File: config.mk
export PLATFORM = sky130hd
export DESIGN_NAME = gate_drive_ctrl
export DESIGN_NICKNAME = d
export VERILOG_FILES = /design/src/verilog/gate_drive_pkg.sv /design/src/verilog/gate_drive_ctrl.sv /design/src/verilog/phase_leg.sv
export VERILOG_INCLUDE_DIRS = /design/src /design/src/verilog
export SDC_FILE = /design/constraint.sdc
export NUM_CORES = 1
export LEC_CHECK = 0
export BUFFER_PORTS_ARGS = -buffer_cell sky130_fd_sc_hd__buf_4
export CAP_MARGIN = 40
export CORE_MARGIN = 2
export CORE_UTILIZATION = 30
export DETAILED_ROUTE_END_ITERATION = 8
export PLACE_DENSITY = 0.54
export SLEW_MARGIN = 20
export SYNTH_ARGS = -nofsm -noshare
export SYNTH_HDL_FRONTEND = slang
export SYNTH_SLANG_ARGS = --single-unit
File: constraint.sdc
create_clock -name clk_sys -period 2.6 [get_ports clk_sys]
set_input_delay 0.39 -clock clk_sys [delete_from_list [all_inputs] [get_ports clk_sys]]
set_output_delay 0.39 -clock clk_sys [all_outputs]
set_load 0.03 [all_outputs]
File: src/verilog/gate_drive_defs.svh
// constants for the three-phase gate drive control block
`ifndef GATE_DRIVE_DEFS_SVH
`define GATE_DRIVE_DEFS_SVH

`define CLK_PERIOD_NS     50
`define PWRUP_MIN_US      1000
`define PWRUP_MAX_US      2000
// least time rounds up; 1 ms at 50 ns is exactly 20000 cycles
`define PWRUP_CYCLES      ((`PWRUP_MIN_US * 1000 + `CLK_PERIOD_NS - 1) / `CLK_PERIOD_NS)
`define LOW_PULSE_CYCLES  16
`define BLANK_CYCLES      20
`define DEAD_CYCLES       4

`endif

File: src/verilog/gate_drive_pkg.sv
// types shared by the gate drive control block
package gate_drive_pkg;
   typedef enum logic [1:0] {
      ST_OFF   = 2'b00,
      ST_PWRUP = 2'b01,
      ST_RUN   = 2'b10,
      ST_FAULT = 2'b11
   } drive_state_e;
endpackage : gate_drive_pkg

File: src/verilog/gate_drive_ctrl.sv
// three-phase gate drive control: power-up, sleep, faults, blanking
`timescale 1ns/1ps
`include "gate_drive_defs.svh"
module gate_drive_ctrl
   import gate_drive_pkg::*;
#(
   parameter int PWRUP_CYCLES = `PWRUP_CYCLES,
   parameter int LOW_PULSE    = `LOW_PULSE_CYCLES,
   parameter int BLANK        = `BLANK_CYCLES,
   parameter int DEAD         = `DEAD_CYCLES
) (
   // clock and reset (reset is tied to supply lockout)
   input  wire logic       clk_sys,
   input  wire logic       rst,
   // host inputs
   input  wire logic       sleep_n,
   input  wire logic [2:0] phase_enable,
   input  wire logic [2:0] phase_drive_in,
   // analog monitors and protection strap
   input  wire logic       gate_supply_good,
   input  wire logic [5:0] drain_source_trip,
   input  wire logic       shunt_sense,
   input  wire logic       protect_disable,
   // gate commands
   output logic [2:0]      high_gate_out,
   output logic [2:0]      low_gate_out,
   // open-drain fault pin
   output logic            fault_flag_n_out,
   output logic            fault_flag_n_oe
);
   localparam int CW = $clog2(PWRUP_CYCLES + 1);
   localparam int BW = $clog2(BLANK + 1);

   drive_state_e  state;
   drive_state_e  next_state;
   logic [CW-1:0] pwr_cnt;
   logic [CW-1:0] next_pwr_cnt;
   logic [BW-1:0] blank_cnt;
   logic [BW-1:0] next_blank_cnt;
   logic          supply_seen;
   logic          next_supply_seen;
   logic          fault_flag;
   logic          next_fault_flag;
   logic          run;
   logic          vds_trip;
   logic          over_trip;
   logic [2:0]    switched;

   assign run = (state == ST_RUN);
   // drain-source trips are masked while a recent switching edge is blanked
   assign vds_trip  = (|drain_source_trip) && blank_cnt == '0 && !protect_disable;
   assign over_trip = shunt_sense && !protect_disable;

   always_comb begin
      next_state       = state;
      next_pwr_cnt     = pwr_cnt;
      next_supply_seen = supply_seen;
      next_fault_flag  = 1'b0;
      next_blank_cnt   = (|switched) ? BW'(BLANK) :
                         (blank_cnt != '0) ? blank_cnt - BW'(1) : blank_cnt;
      if (!sleep_n) begin
         next_state       = ST_OFF;
         next_pwr_cnt     = '0;
         next_supply_seen = 1'b0;
      end else begin
         unique case (state)
            ST_OFF: begin
               next_state   = ST_PWRUP;
               next_pwr_cnt = '0;
            end
            ST_PWRUP: begin
               if (gate_supply_good) begin
                  next_supply_seen = 1'b1;
               end
               if (pwr_cnt < CW'(PWRUP_CYCLES)) begin
                  next_pwr_cnt = pwr_cnt + CW'(1);
               end else if (supply_seen && gate_supply_good) begin
                  next_state = ST_RUN;
               end
            end
            ST_RUN: begin
               if (vds_trip || over_trip || !gate_supply_good) begin
                  next_state      = ST_FAULT;
                  next_fault_flag = 1'b1;
               end
            end
            ST_FAULT: begin
               next_fault_flag = 1'b1;
            end
         endcase
      end
   end

   always_ff @(posedge clk_sys) begin
      if (rst) begin
         state       <= ST_OFF;
         pwr_cnt     <= '0;
         blank_cnt   <= '0;
         supply_seen <= 1'b0;
         fault_flag  <= 1'b0;
      end else begin
         state       <= next_state;
         pwr_cnt     <= next_pwr_cnt;
         blank_cnt   <= next_blank_cnt;
         supply_seen <= next_supply_seen;
         fault_flag  <= next_fault_flag;
      end
   end

   for (genvar p = 0; p < 3; p++) begin : g_leg
      phase_leg #(
         .LOW_PULSE (LOW_PULSE),
         .DEAD      (DEAD)
      ) u_leg (
         .clk_sys        (clk_sys),
         .rst            (rst),
         .run            (run && next_state == ST_RUN),
         .phase_enable   (phase_enable[p]),
         .phase_drive_in (phase_drive_in[p]),
         .high_gate_out  (high_gate_out[p]),
         .low_gate_out   (low_gate_out[p]),
         .switched       (switched[p])
      );
   end

   // open-drain: only ever pulls low
   assign fault_flag_n_out = 1'b0;
   assign fault_flag_n_oe  = fault_flag;
endmodule : gate_drive_ctrl

File: src/verilog/phase_leg.sv
// one half-bridge leg: enable decode, low-side pulse and dead time
`timescale 1ns/1ps
`include "gate_drive_defs.svh"
module phase_leg #(
   // pulse and dead time are counts of clk_sys cycles, tuned per board
   parameter int LOW_PULSE = `LOW_PULSE_CYCLES,
   parameter int DEAD      = `DEAD_CYCLES
) (
   // clock and reset
   input  wire logic clk_sys,
   input  wire logic rst,
   // control
   input  wire logic run,
   input  wire logic phase_enable,
   input  wire logic phase_drive_in,
   // gate commands and switch flag
   output logic      high_gate_out,
   output logic      low_gate_out,
   output logic      switched
);
   localparam int PW = $clog2(LOW_PULSE + 1);
   localparam int DW = $clog2(DEAD + 1);

   logic          en_prev;
   logic [PW-1:0] pulse_cnt;
   logic [DW-1:0] dead_cnt;
   logic          next_en_prev;
   logic [PW-1:0] next_pulse_cnt;
   logic [DW-1:0] next_dead_cnt;
   logic          next_high;
   logic          next_low;
   logic          want_high;
   logic          want_low;

   always_comb begin
      next_en_prev   = run & phase_enable;
      next_pulse_cnt = pulse_cnt;
      next_dead_cnt  = dead_cnt;
      want_high      = 1'b0;
      want_low       = 1'b0;
      if (!run) begin
         next_pulse_cnt = '0;
      end else if (phase_enable && !en_prev) begin
         next_pulse_cnt = PW'(LOW_PULSE);
      end else if (pulse_cnt != '0) begin
         next_pulse_cnt = pulse_cnt - PW'(1);
      end
      if (run && phase_enable) begin
         if (next_pulse_cnt != '0) begin
            want_low = 1'b1;
         end else begin
            want_high = phase_drive_in;
            want_low  = ~phase_drive_in;
         end
      end
      // a gate may turn on only once both were off for the dead time
      next_high = want_high & high_gate_out;
      next_low  = want_low & low_gate_out;
      if (high_gate_out || low_gate_out) begin
         next_dead_cnt = DW'(DEAD);
      end else if (dead_cnt != '0) begin
         next_dead_cnt = dead_cnt - DW'(1);
      end
      if (!high_gate_out && !low_gate_out && dead_cnt == '0) begin
         next_high = want_high;
         next_low  = want_low;
      end
   end

   always_ff @(posedge clk_sys) begin
      if (rst) begin
         en_prev       <= 1'b0;
         pulse_cnt     <= '0;
         dead_cnt      <= '0;
         high_gate_out <= 1'b0;
         low_gate_out  <= 1'b0;
      end else begin
         en_prev       <= next_en_prev;
         pulse_cnt     <= next_pulse_cnt;
         dead_cnt      <= next_dead_cnt;
         high_gate_out <= next_high;
         low_gate_out  <= next_low;
      end
   end

   assign switched = (next_high != high_gate_out) | (next_low != low_gate_out);
endmodule : phase_leg
==> results of run 1 <==
==> metal layers <==
layer  up-vias  global-route usage
li1       1240                   -
met4         0              0.0466
met2        28               0.206
met5         -                   0
met3        11              0.0346
met1      1087               0.152
==> repair_timing <==
action	CTS	global route
setup buffers	0	1
hold endpoints to repair	0	0
endpoints found under the setup margin	0	5
resized for setup	0	8
==> worst max-delay path, cell delays in order (launching register included) <==
cell	delay, ns
dfxtp_1	0.32
inv_1	0.09
ha_1	0.18
or4b_4	0.48
a311o_1	0.36
and2_4	0.19
nand4_1	0.15
o2111ai_4	0.18
o41a_1	0.40
==> sequential cells by signal, summed over array words and instances, names as in the netlist, 2 cells and up <==
| signal | count |
|---|---|
| state | 2 |
| g_leg.u_leg.dead_cnt | 9 |
| g_leg.u_leg.high_gate_out | 3 |
| g_leg.u_leg.pulse_cnt | 15 |
| g_leg.u_leg.en_prev | 3 |
| g_leg.u_leg.low_gate_out | 3 |
| pwr_cnt | 15 |
| blank_cnt | 5 |
==> metrics by stage <==
stage	power (mW)	instances	instance area [um2]	setup TNS (ns)	hold WS [ns]
3_3_place_gp	1.64	494	3260	0	0.459
5_1_grt	2.77	512	3550	-0.00362	0.266
3_5_place_dp	1.66	495	3270	0	0.457
4_1_cts	2.62	511	3500	0	0.262
2_1_floorplan	1.51	343	2940	0	0.436
6_report	2.61	512	3550	0	0.281
==> cell families (layout without fill, tap and decap cells) <==
kind of cell / count (synthesis) / in the layout / share of synthesized area
fa+ha+maj: 15 / 15 / 0.0639
simple gates: 142 / 142 / 0.245
xor+xnor: 24 / 24 / 0.0715
mux: 6 / 6 / 0.0209
compound gates: 54 / 54 / 0.143
flops: 57 / 57 / 0.388
buf+inv: 44 / 80 / 0.0656
other cells: 1 / 1 / 0.00128
==> synthesized netlist by cell type (8+ instances only) <==
| cell type | instances | area, um2 |
|---|---|---|
| a21oi_1 | 13 | 65.1 |
| and3_1 | 14 | 87.6 |
| dfxtp_1 | 57 | 1140 |
| ha_1 | 15 | 188 |
| inv_1 | 30 | 113 |
| nand2_1 | 25 | 93.8 |
| nand2b_1 | 9 | 56.3 |
| nand3_1 | 17 | 85.1 |
| nor2_1 | 43 | 161 |
| nor3_1 | 8 | 40.0 |
| o21ai_0 | 8 | 40.0 |
| xnor2_1 | 12 | 105 |
| xor2_1 | 12 | 105 |
==> cell type report <==
| class | instances | share of cell area |
|---|---|---|
| Timing Repair Buffer | 34 | 0.0720 |
| Clock buffer | 11 | 0.0427 |
| Tap cell | 133 | 0.0469 |
| Inverter | 30 | 0.0318 |
| Clock inverter | 5 | 0.0219 |
| Sequential cell | 57 | 0.322 |
| Multi-Input combinational cell | 242 | 0.463 |
==> power groups by stage <==
| stage | Combinational [mW] | Sequential (mW) | Clock (mW) |
|---|---|---|---|
| finish | 0.654 | 1.00 | 0.952 |
| global route | 0.746 | 1.01 | 1.01 |
| CTS | 0.642 | 1.00 | 0.979 |
| detailed placement | 0.638 | 1.02 | 0 |
| global placement | 0.623 | 1.02 | 0 |
| floorplan | 0.499 | 1.01 | 0 |
==> worst min path at each step <==
stage               cells past startpoint                          to         from  slack (ns)
floorplan                               2                 supply_seen  supply_seen        0.44
global placement                        2                 supply_seen  supply_seen        0.46
detailed placement                      2                 supply_seen  supply_seen        0.46
CTS                                     2  g_leg[2].u_leg.dead_cnt[2]          rst        0.26
global route                            2  g_leg[0].u_leg.dead_cnt[2]          rst        0.27
finish                                  2  g_leg[0].u_leg.dead_cnt[2]          rst        0.28
==> run metrics, run 1 <==
maximum buffer depth of the clock tree 2; post-place setup slack 0.0851 ns; GRT overflow 0; Switching Fraction 0.288; wire length after detailed routing 6160 um; Synth Flop Type dfxtp_1; initial antenna violation count 0; Setup crit end blank_cnt[2]; headroom to the max-slew limit 0.621; shortest period the worst path allows 2.48 ns; wire length of the first global-routing pass 10200 um; initial cell density of the core 0.305; maximum vdd ir drop 0.000310 V; Std-Cell Rows 36; final routed DRC violation total 0; htree depth 3; quantity of hold-fixing buffers added after cts 0; area taken by multi-input logic gates 0.00164 mm2; area of the die 0.0106 mm2; Data required, critical path 2.82 ns; startpoint class of the critical path flop; endpoints failing setup 0; status finished clean; Slew Viols, Final 0; post-synthesis area per instance 8.57 um2; most frequent standard cell in the layout excluding fill and tap cells dfxtp_1; post-route worst setup slack 0.121 ns; weighted congestion reported at the end of routability-driven placement 0.828; worst reg2reg path endpoint blank_cnt[2]; clock tree from TritonCTS built; post-detailed-placement half-perimeter wirelength 4660 um; DRT iter0 DRCs 78; number of synthesized register bits 57; arrival time of data at the critical path endpoint 2.70 ns; area of the mapped netlist 0.00294 mm2; clock slew at the register clock pins of the worst setup and hold paths 0.06 ns; met2 wire length 2970 um; Post-Route Skew 0.00955 ns; distinct cell type count of the synthesized netlist 59; crit path max fanout 5; number of cells produced by synthesis 343; Synth-to-Final Area Change 20.7%; net total in the final layout 407; share of power burned in the clock network 0.365; Core Footprint 0.00964 mm2; CP startpoint blank_cnt[0]; buffer cell driving the clock tree root clkbuf_8; fill cell count 1033; fraction of synthesis flops using an asynchronous set or reset pin 0; number of global-route vias before repair 2266; internal power 1.86 mW; width of the die 103 um; layout cell share with drive strength beyond 1 0.177; EDFF count, synth 0; switching component of the power 0.753 mW; sequential element share of the synthesized area 0.388; Post-Syn Nets 376; startpoint of the worst register-to-register path blank_cnt[0]; critical path capture point type flop; clock latency on the worst-skew pair 0.34 ns; final clock period utilization by the worst path 0.953; slew of the pin with the lowest slew margin 0.566 ns; largest net degree at the start of global routing 14; Layout Utilization 0.368; total inserted antenna cells 0; number of port buffers 24; met1 WL 2860 um; via count normalized by instance count 4.62; class of the tightest hold or removal check in -> reg; number of routed nets with antenna violations 0; Power Density 736 mW/mm2; static power due to leakage 1.45 nW; Register-to-Register Path Depth 8; Highest Clock Rate 0.403 GHz; portion of total power attributed to combinational logic 0.251; global routing usage summed across all routing layers 0.124; Storage cell area 0.00114 mm2; total clock buffers created by CTS 9; kind of critical path reg -> reg; overall die height 103 um; number of hold violations in the final report 0; Warnings, synthesis 0; detailed-routed wire length on met3 222 um; length of the first detailed-routing pass in iterations 4; vias 2366; top-level I/O count 26; average wire length per cell after detail routing 12.0 um; worst-case register-to-register setup slack 0.12 ns; max capacitance violation total 0; portion of total power attributed to sequential cells 0.384; Top Metal Used met4; top library cells by usage in the layout, fill and taps aside dfxtp_1, nor2_1, buf_4, inv_1, nand2_1; Sink Count 57
(Power assumes the default switching activity.)
==> run 2: changes to the inputs <==
- CORE_UTILIZATION: 30 -> 50
- PLACE_DENSITY: 0.54 -> 0.77
==> run metrics, run 2 (synthesized netlist as in run 1, its figures left out) <==
shortest period the worst path allows 2.48 ns; global routing usage summed across all routing layers 0.206; htree depth 3; startpoint of the worst register-to-register path blank_cnt[0]; headroom to the max-slew limit 0.606; worst stage delay on the critical path 0.44 ns; end point of the most critical hold path g_leg[1].u_leg.dead_cnt[2]; arrival time of data at the critical path endpoint 2.71 ns; maximum buffer depth of the clock tree 2; wire length of the first global-routing pass 10200 um; largest net degree at the start of global routing 14; final clock period utilization by the worst path 0.954; maximum vdd ir drop 0.000465 V; via count normalized by instance count 5.43; most frequent standard cell in the layout excluding fill and tap cells dfxtp_1; buffer count from post-CTS setup fixing 0; cell with the largest stage delay on the worst path o41a_1; registers with the most flip-flops g_leg.u_leg.pulse_cnt (15), pwr_cnt (15), g_leg.u_leg.dead_cnt (9); Power Density 722 mW/mm2; area of the die 0.00650 mm2; length of the first detailed-routing pass in iterations 4; worst hold path cell count 2; GRT overflow 0; weighted congestion reported at the end of routability-driven placement 0.823; initial antenna violation count 0; number of hold violations in the final report 0; slew of the pin with the lowest slew margin 0.583 ns; net total in the final layout 404; Synth-to-Final Area Change 17.5%; quantity of hold-fixing buffers added after cts 0; Std-Cell Rows 27; Highest Clock Rate 0.403 GHz; final routed DRC violation total 0; fill cell count 473; Sink Count 57; total clock buffers created by CTS 9; Core Footprint 0.00557 mm2; area taken by multi-input logic gates 0.00168 mm2; Register-to-Register Path Depth 8; number of routed nets with antenna violations 0; # placed instances 432; kind of critical path reg -> reg; Post-Route Skew 0.00740 ns; Switching Fraction 0.300; vias 2427; class of the tightest hold or removal check in -> reg; CP startpoint blank_cnt[0]; Slew Viols, Final 0; startpoint class of the critical path flop; max capacitance violation total 0; overall die height 80.7 um; switching component of the power 0.749 mW; clock tree from TritonCTS built; Storage cell area 0.00114 mm2; portion of total power attributed to sequential cells 0.403; endpoints failing setup 0; portion of total power attributed to combinational logic 0.264; worst-case register-to-register setup slack 0.12 ns; count of instances resized after the clock tree is built 0; clock slew at the register clock pins of the worst setup and hold paths 0.06 ns; internal power 1.74 mW; buffer cell driving the clock tree root clkbuf_8; wire length after detailed routing 6120 um; share of power burned in the clock network 0.333; static power due to leakage 1.43 nW; status finished clean; DRT iter0 DRCs 74; top-level I/O count 26; number of non-filler instances in the completed layout 447; crit path max fanout 6; worst reg2reg path endpoint blank_cnt[4]; critical path capture point type flop; Data required, critical path 2.83 ns; average wire length per cell after detail routing 13.7 um; total inserted antenna cells 0; post-detailed-placement half-perimeter wirelength 4530 um; startpoint of the worst hold path rst; number of port buffers 24; worst path cell trace inv_2, ha_2, or4b_4, a311o_1, nand2_1, o41ai_2, o2111ai_2, o41a_1; top library cells by usage in the layout, fill and taps aside dfxtp_1, nor2_1, buf_4, inv_1, nand2_1; initial cell density of the core 0.527; clock latency on the worst-skew pair 0.35 ns; total negative setup slack 0 ns; width of the die 80.7 um; number of global-route vias before repair 2322; layout cell share with drive strength beyond 1 0.184
run 2: worst max path at each step:
stage | slack, ns | depth (start not counted) | endpoint
after detailed placement | 0.005 | 8 | blank_cnt[4]
after floorplan | 0.19 | 9 | blank_cnt[4]
after global routing | -0.01 | 8 | blank_cnt[2]
after CTS | 0.01 | 8 | blank_cnt[4]
after global placement | 0.11 | 8 | blank_cnt[2]
final | 0.12 | 8 | blank_cnt[4]
run 2: critical path, delay by kind of cell (launching register included):
kind                       cells  cell delay (ns)
AOI/OAI and AO/OA              4             1.31
and+or+nand+nor                2             0.42
DFF                            1             0.38
adders and majority gates      1             0.19
buffers and inverters          1             0.07
run 2: power groups by stage:
stage | logic, mW | clock network [mW] | registers, mW
finish | 0.659 | 0.830 | 1.00
detailed placement | 0.626 | 0 | 1.02
global route | 0.743 | 0.886 | 1.01
global placement | 0.597 | 0 | 1.02
CTS | 0.631 | 0.849 | 1.00
floorplan | 0.499 | 0 | 1.01
run 2: cell type report:
cell class / instances / share of cell area
clock buffer: 12 / 0.0449
clock inverter: 3 / 0.0116
inverter: 30 / 0.0326
multi-input combinational: 242 / 0.487
sequential: 57 / 0.331
tap: 72 / 0.0261
timing repair buffer: 31 / 0.0674
run 2: routing by layer:
metal / vias to the layer above / track usage / wire length (um)
met4: 0 / 0.103 / 160
met2: 61 / 0.333 / 2890
met5: - / 0 / 0
li1: 1235 / - / -
met1: 1112 / 0.238 / 2740
met3: 19 / 0.0775 / 325
run 2: per-stage QoR:
stage	hold slack, ns	worst slack, ns	instance area, um2	utilization	power [mW]
final	0.284	0.121	3450	0.619	2.49
after global routing	0.275	-0.0150	3450	0.619	2.64
after CTS	0.259	0.0132	3380	0.606	2.48
after detailed placement	0.479	0.00484	3180	0.571	1.65
after global placement	0.456	0.110	3170	0.569	1.61
after floorplan	0.436	0.186	2940	-	1.51
==> run 3: changes to the inputs <==
- ABC_CLOCK_PERIOD_IN_PS: default -> 3100
- CORE_UTILIZATION: 50 -> 35
- PLACE_DENSITY: 0.77 -> 0.6
- clock period: 2.6 -> 3.1 ns (I/O delays scaled with it)
==> run metrics, run 3 (synthesized netlist as in run 1, its figures left out) <==
Slew Viols, Final 0; total negative setup slack 0 ns; final clock period utilization by the worst path 0.840; most frequent standard cell in the layout excluding fill and tap cells dfxtp_1; Register-to-Register Path Depth 8; number of global-route vias before repair 2325; critical path capture point type flop; number of port buffers 24; DRT iter0 DRCs 73; detailed-routed wire length on met3 208 um; number of hold violations in the final report 0; Std-Cell Rows 33; top-level I/O count 26; met2 wire length 2970 um; startpoint of the worst hold path rst; layout cell share with drive strength beyond 1 0.138; Highest Clock Rate 0.384 GHz; clock tree from TritonCTS built; Storage cell area 0.00114 mm2; global routing usage summed across all routing layers 0.148; endpoints failing setup 0; clock latency on the worst-skew pair 0.34 ns; count of instances resized after the clock tree is built 0; wire length of the first global-routing pass 10400 um; largest net degree at the start of global routing 15; width of the die 95.6 um; slew of the pin with the lowest slew margin 0.748 ns; met1 WL 2730 um; max capacitance violation total 0; wire length after detailed routing 5990 um; Power Density 605 mW/mm2; initial antenna violation count 0; class of the tightest hold or removal check in -> reg; shortest period the worst path allows 2.60 ns; top library cells by usage in the layout, fill and taps aside dfxtp_1, nor2_1, inv_1, buf_4, nand2_1; total clock buffers created by CTS 9; buffer cell driving the clock tree root clkbuf_8; kind of critical path reg -> reg; static power due to leakage 1.39 nW; Data required, critical path 3.33 ns; registers with the most flip-flops g_leg.u_leg.pulse_cnt (15), pwr_cnt (15), g_leg.u_leg.dead_cnt (9); weighted congestion reported at the end of routability-driven placement 0.766; net total in the final layout 399; Sink Count 57; area taken by multi-input logic gates 0.00160 mm2; buffer count from post-CTS setup fixing 0; worst-case hold slack 0.340 ns; post-place setup slack 0.504 ns; quantity of hold-fixing buffers added after cts 0; maximum vdd ir drop 0.000335 V; htree depth 3; number of routed nets with antenna violations 0; startpoint of the worst register-to-register path blank_cnt[0]; Top Metal Used met4; via count normalized by instance count 5.09; crit path max fanout 6; startpoint class of the critical path flop; Post-Route Skew 0.00619 ns; headroom to the max-slew limit 0.494; fill cell count 811; final routed DRC violation total 0; Core Footprint 0.00818 mm2; clock slew at the register clock pins of the worst setup and hold paths 0.06 ns; initial cell density of the core 0.359; average wire length per cell after detail routing 12.6 um; Layout Utilization 0.413; overall die height 95.6 um; area of the die 0.00914 mm2; status finished clean; arrival time of data at the critical path endpoint 2.83 ns; setup repair after global routing missed its margin false; total inserted antenna cells 0; worst reg2reg path endpoint blank_cnt[4]; end point of the most critical hold path g_leg[2].u_leg.dead_cnt[2]; vias 2419; post-detailed-placement half-perimeter wirelength 4510 um; GRT overflow 0; worst-case register-to-register setup slack 0.50 ns; length of the first detailed-routing pass in iterations 4; Synth-to-Final Area Change 15.0%; worst hold path cell count 2; maximum buffer depth of the clock tree 2; post-route worst setup slack 0.495 ns
-- run 3: stage by stage --
stage               instances  power (mW)  area [um2]
floorplan                 343        1.26        2940
global placement          459        1.36        3180
detailed placement        460        1.37        3180
CTS                       475        2.07        3380
global route              475        2.20        3380
finish                    475        2.05        3380
-- run 3: worst max path at each step --
| stage | startpoint | to | slack [ns] | depth (start not counted) |
|---|---|---|---|---|
| 2_1_floorplan | blank_cnt[0] | blank_cnt[4] | 0.69 | 9 |
| 3_3_place_gp | blank_cnt[0] | blank_cnt[2] | 0.58 | 8 |
| 3_5_place_dp | g_leg[2].u_leg.pulse_cnt[0] | blank_cnt[2] | 0.50 | 8 |
| 4_1_cts | g_leg[2].u_leg.pulse_cnt[0] | blank_cnt[4] | 0.49 | 8 |
| 5_1_grt | blank_cnt[0] | blank_cnt[3] | 0.21 | 8 |
| 6_report | blank_cnt[0] | blank_cnt[4] | 0.50 | 8 |
-- run 3: per-layer routing --
metal / track usage / vias up
li1: - / 1226
met1: 0.168 / 1155
met2: 0.251 / 31
met3: 0.0530 / 7
met4: 0.0619 / 0
met5: 0 / -
-- run 3: power breakdown --
group          internal, mW  leakage [nW]  switching [mW]  total, mW
Combinational         0.243         0.829           0.270      0.513
Sequential            0.795         0.462          0.0445      0.839
Clock                 0.408         0.102           0.286      0.694
Total                  1.45          1.39           0.601       2.05
-- run 3: cell type report --
class                           instances  share of cell area
Multi-Input combinational cell        242               0.475
Inverter                               30              0.0333
Clock inverter                          3              0.0118
Sequential cell                        57               0.338
Clock buffer                           12              0.0459
Tap cell                              105              0.0389
Timing Repair Buffer                   26              0.0578
-- run 3: critical path, cell delays in order (launching register included) --
cell       delay [ns]
dfxtp_1          0.36
inv_1            0.08
ha_1             0.22
or4b_1           0.26
a311o_1          0.24
nand2_1          0.16
o41ai_1          0.42
o2111ai_1        0.29
o41a_1           0.46
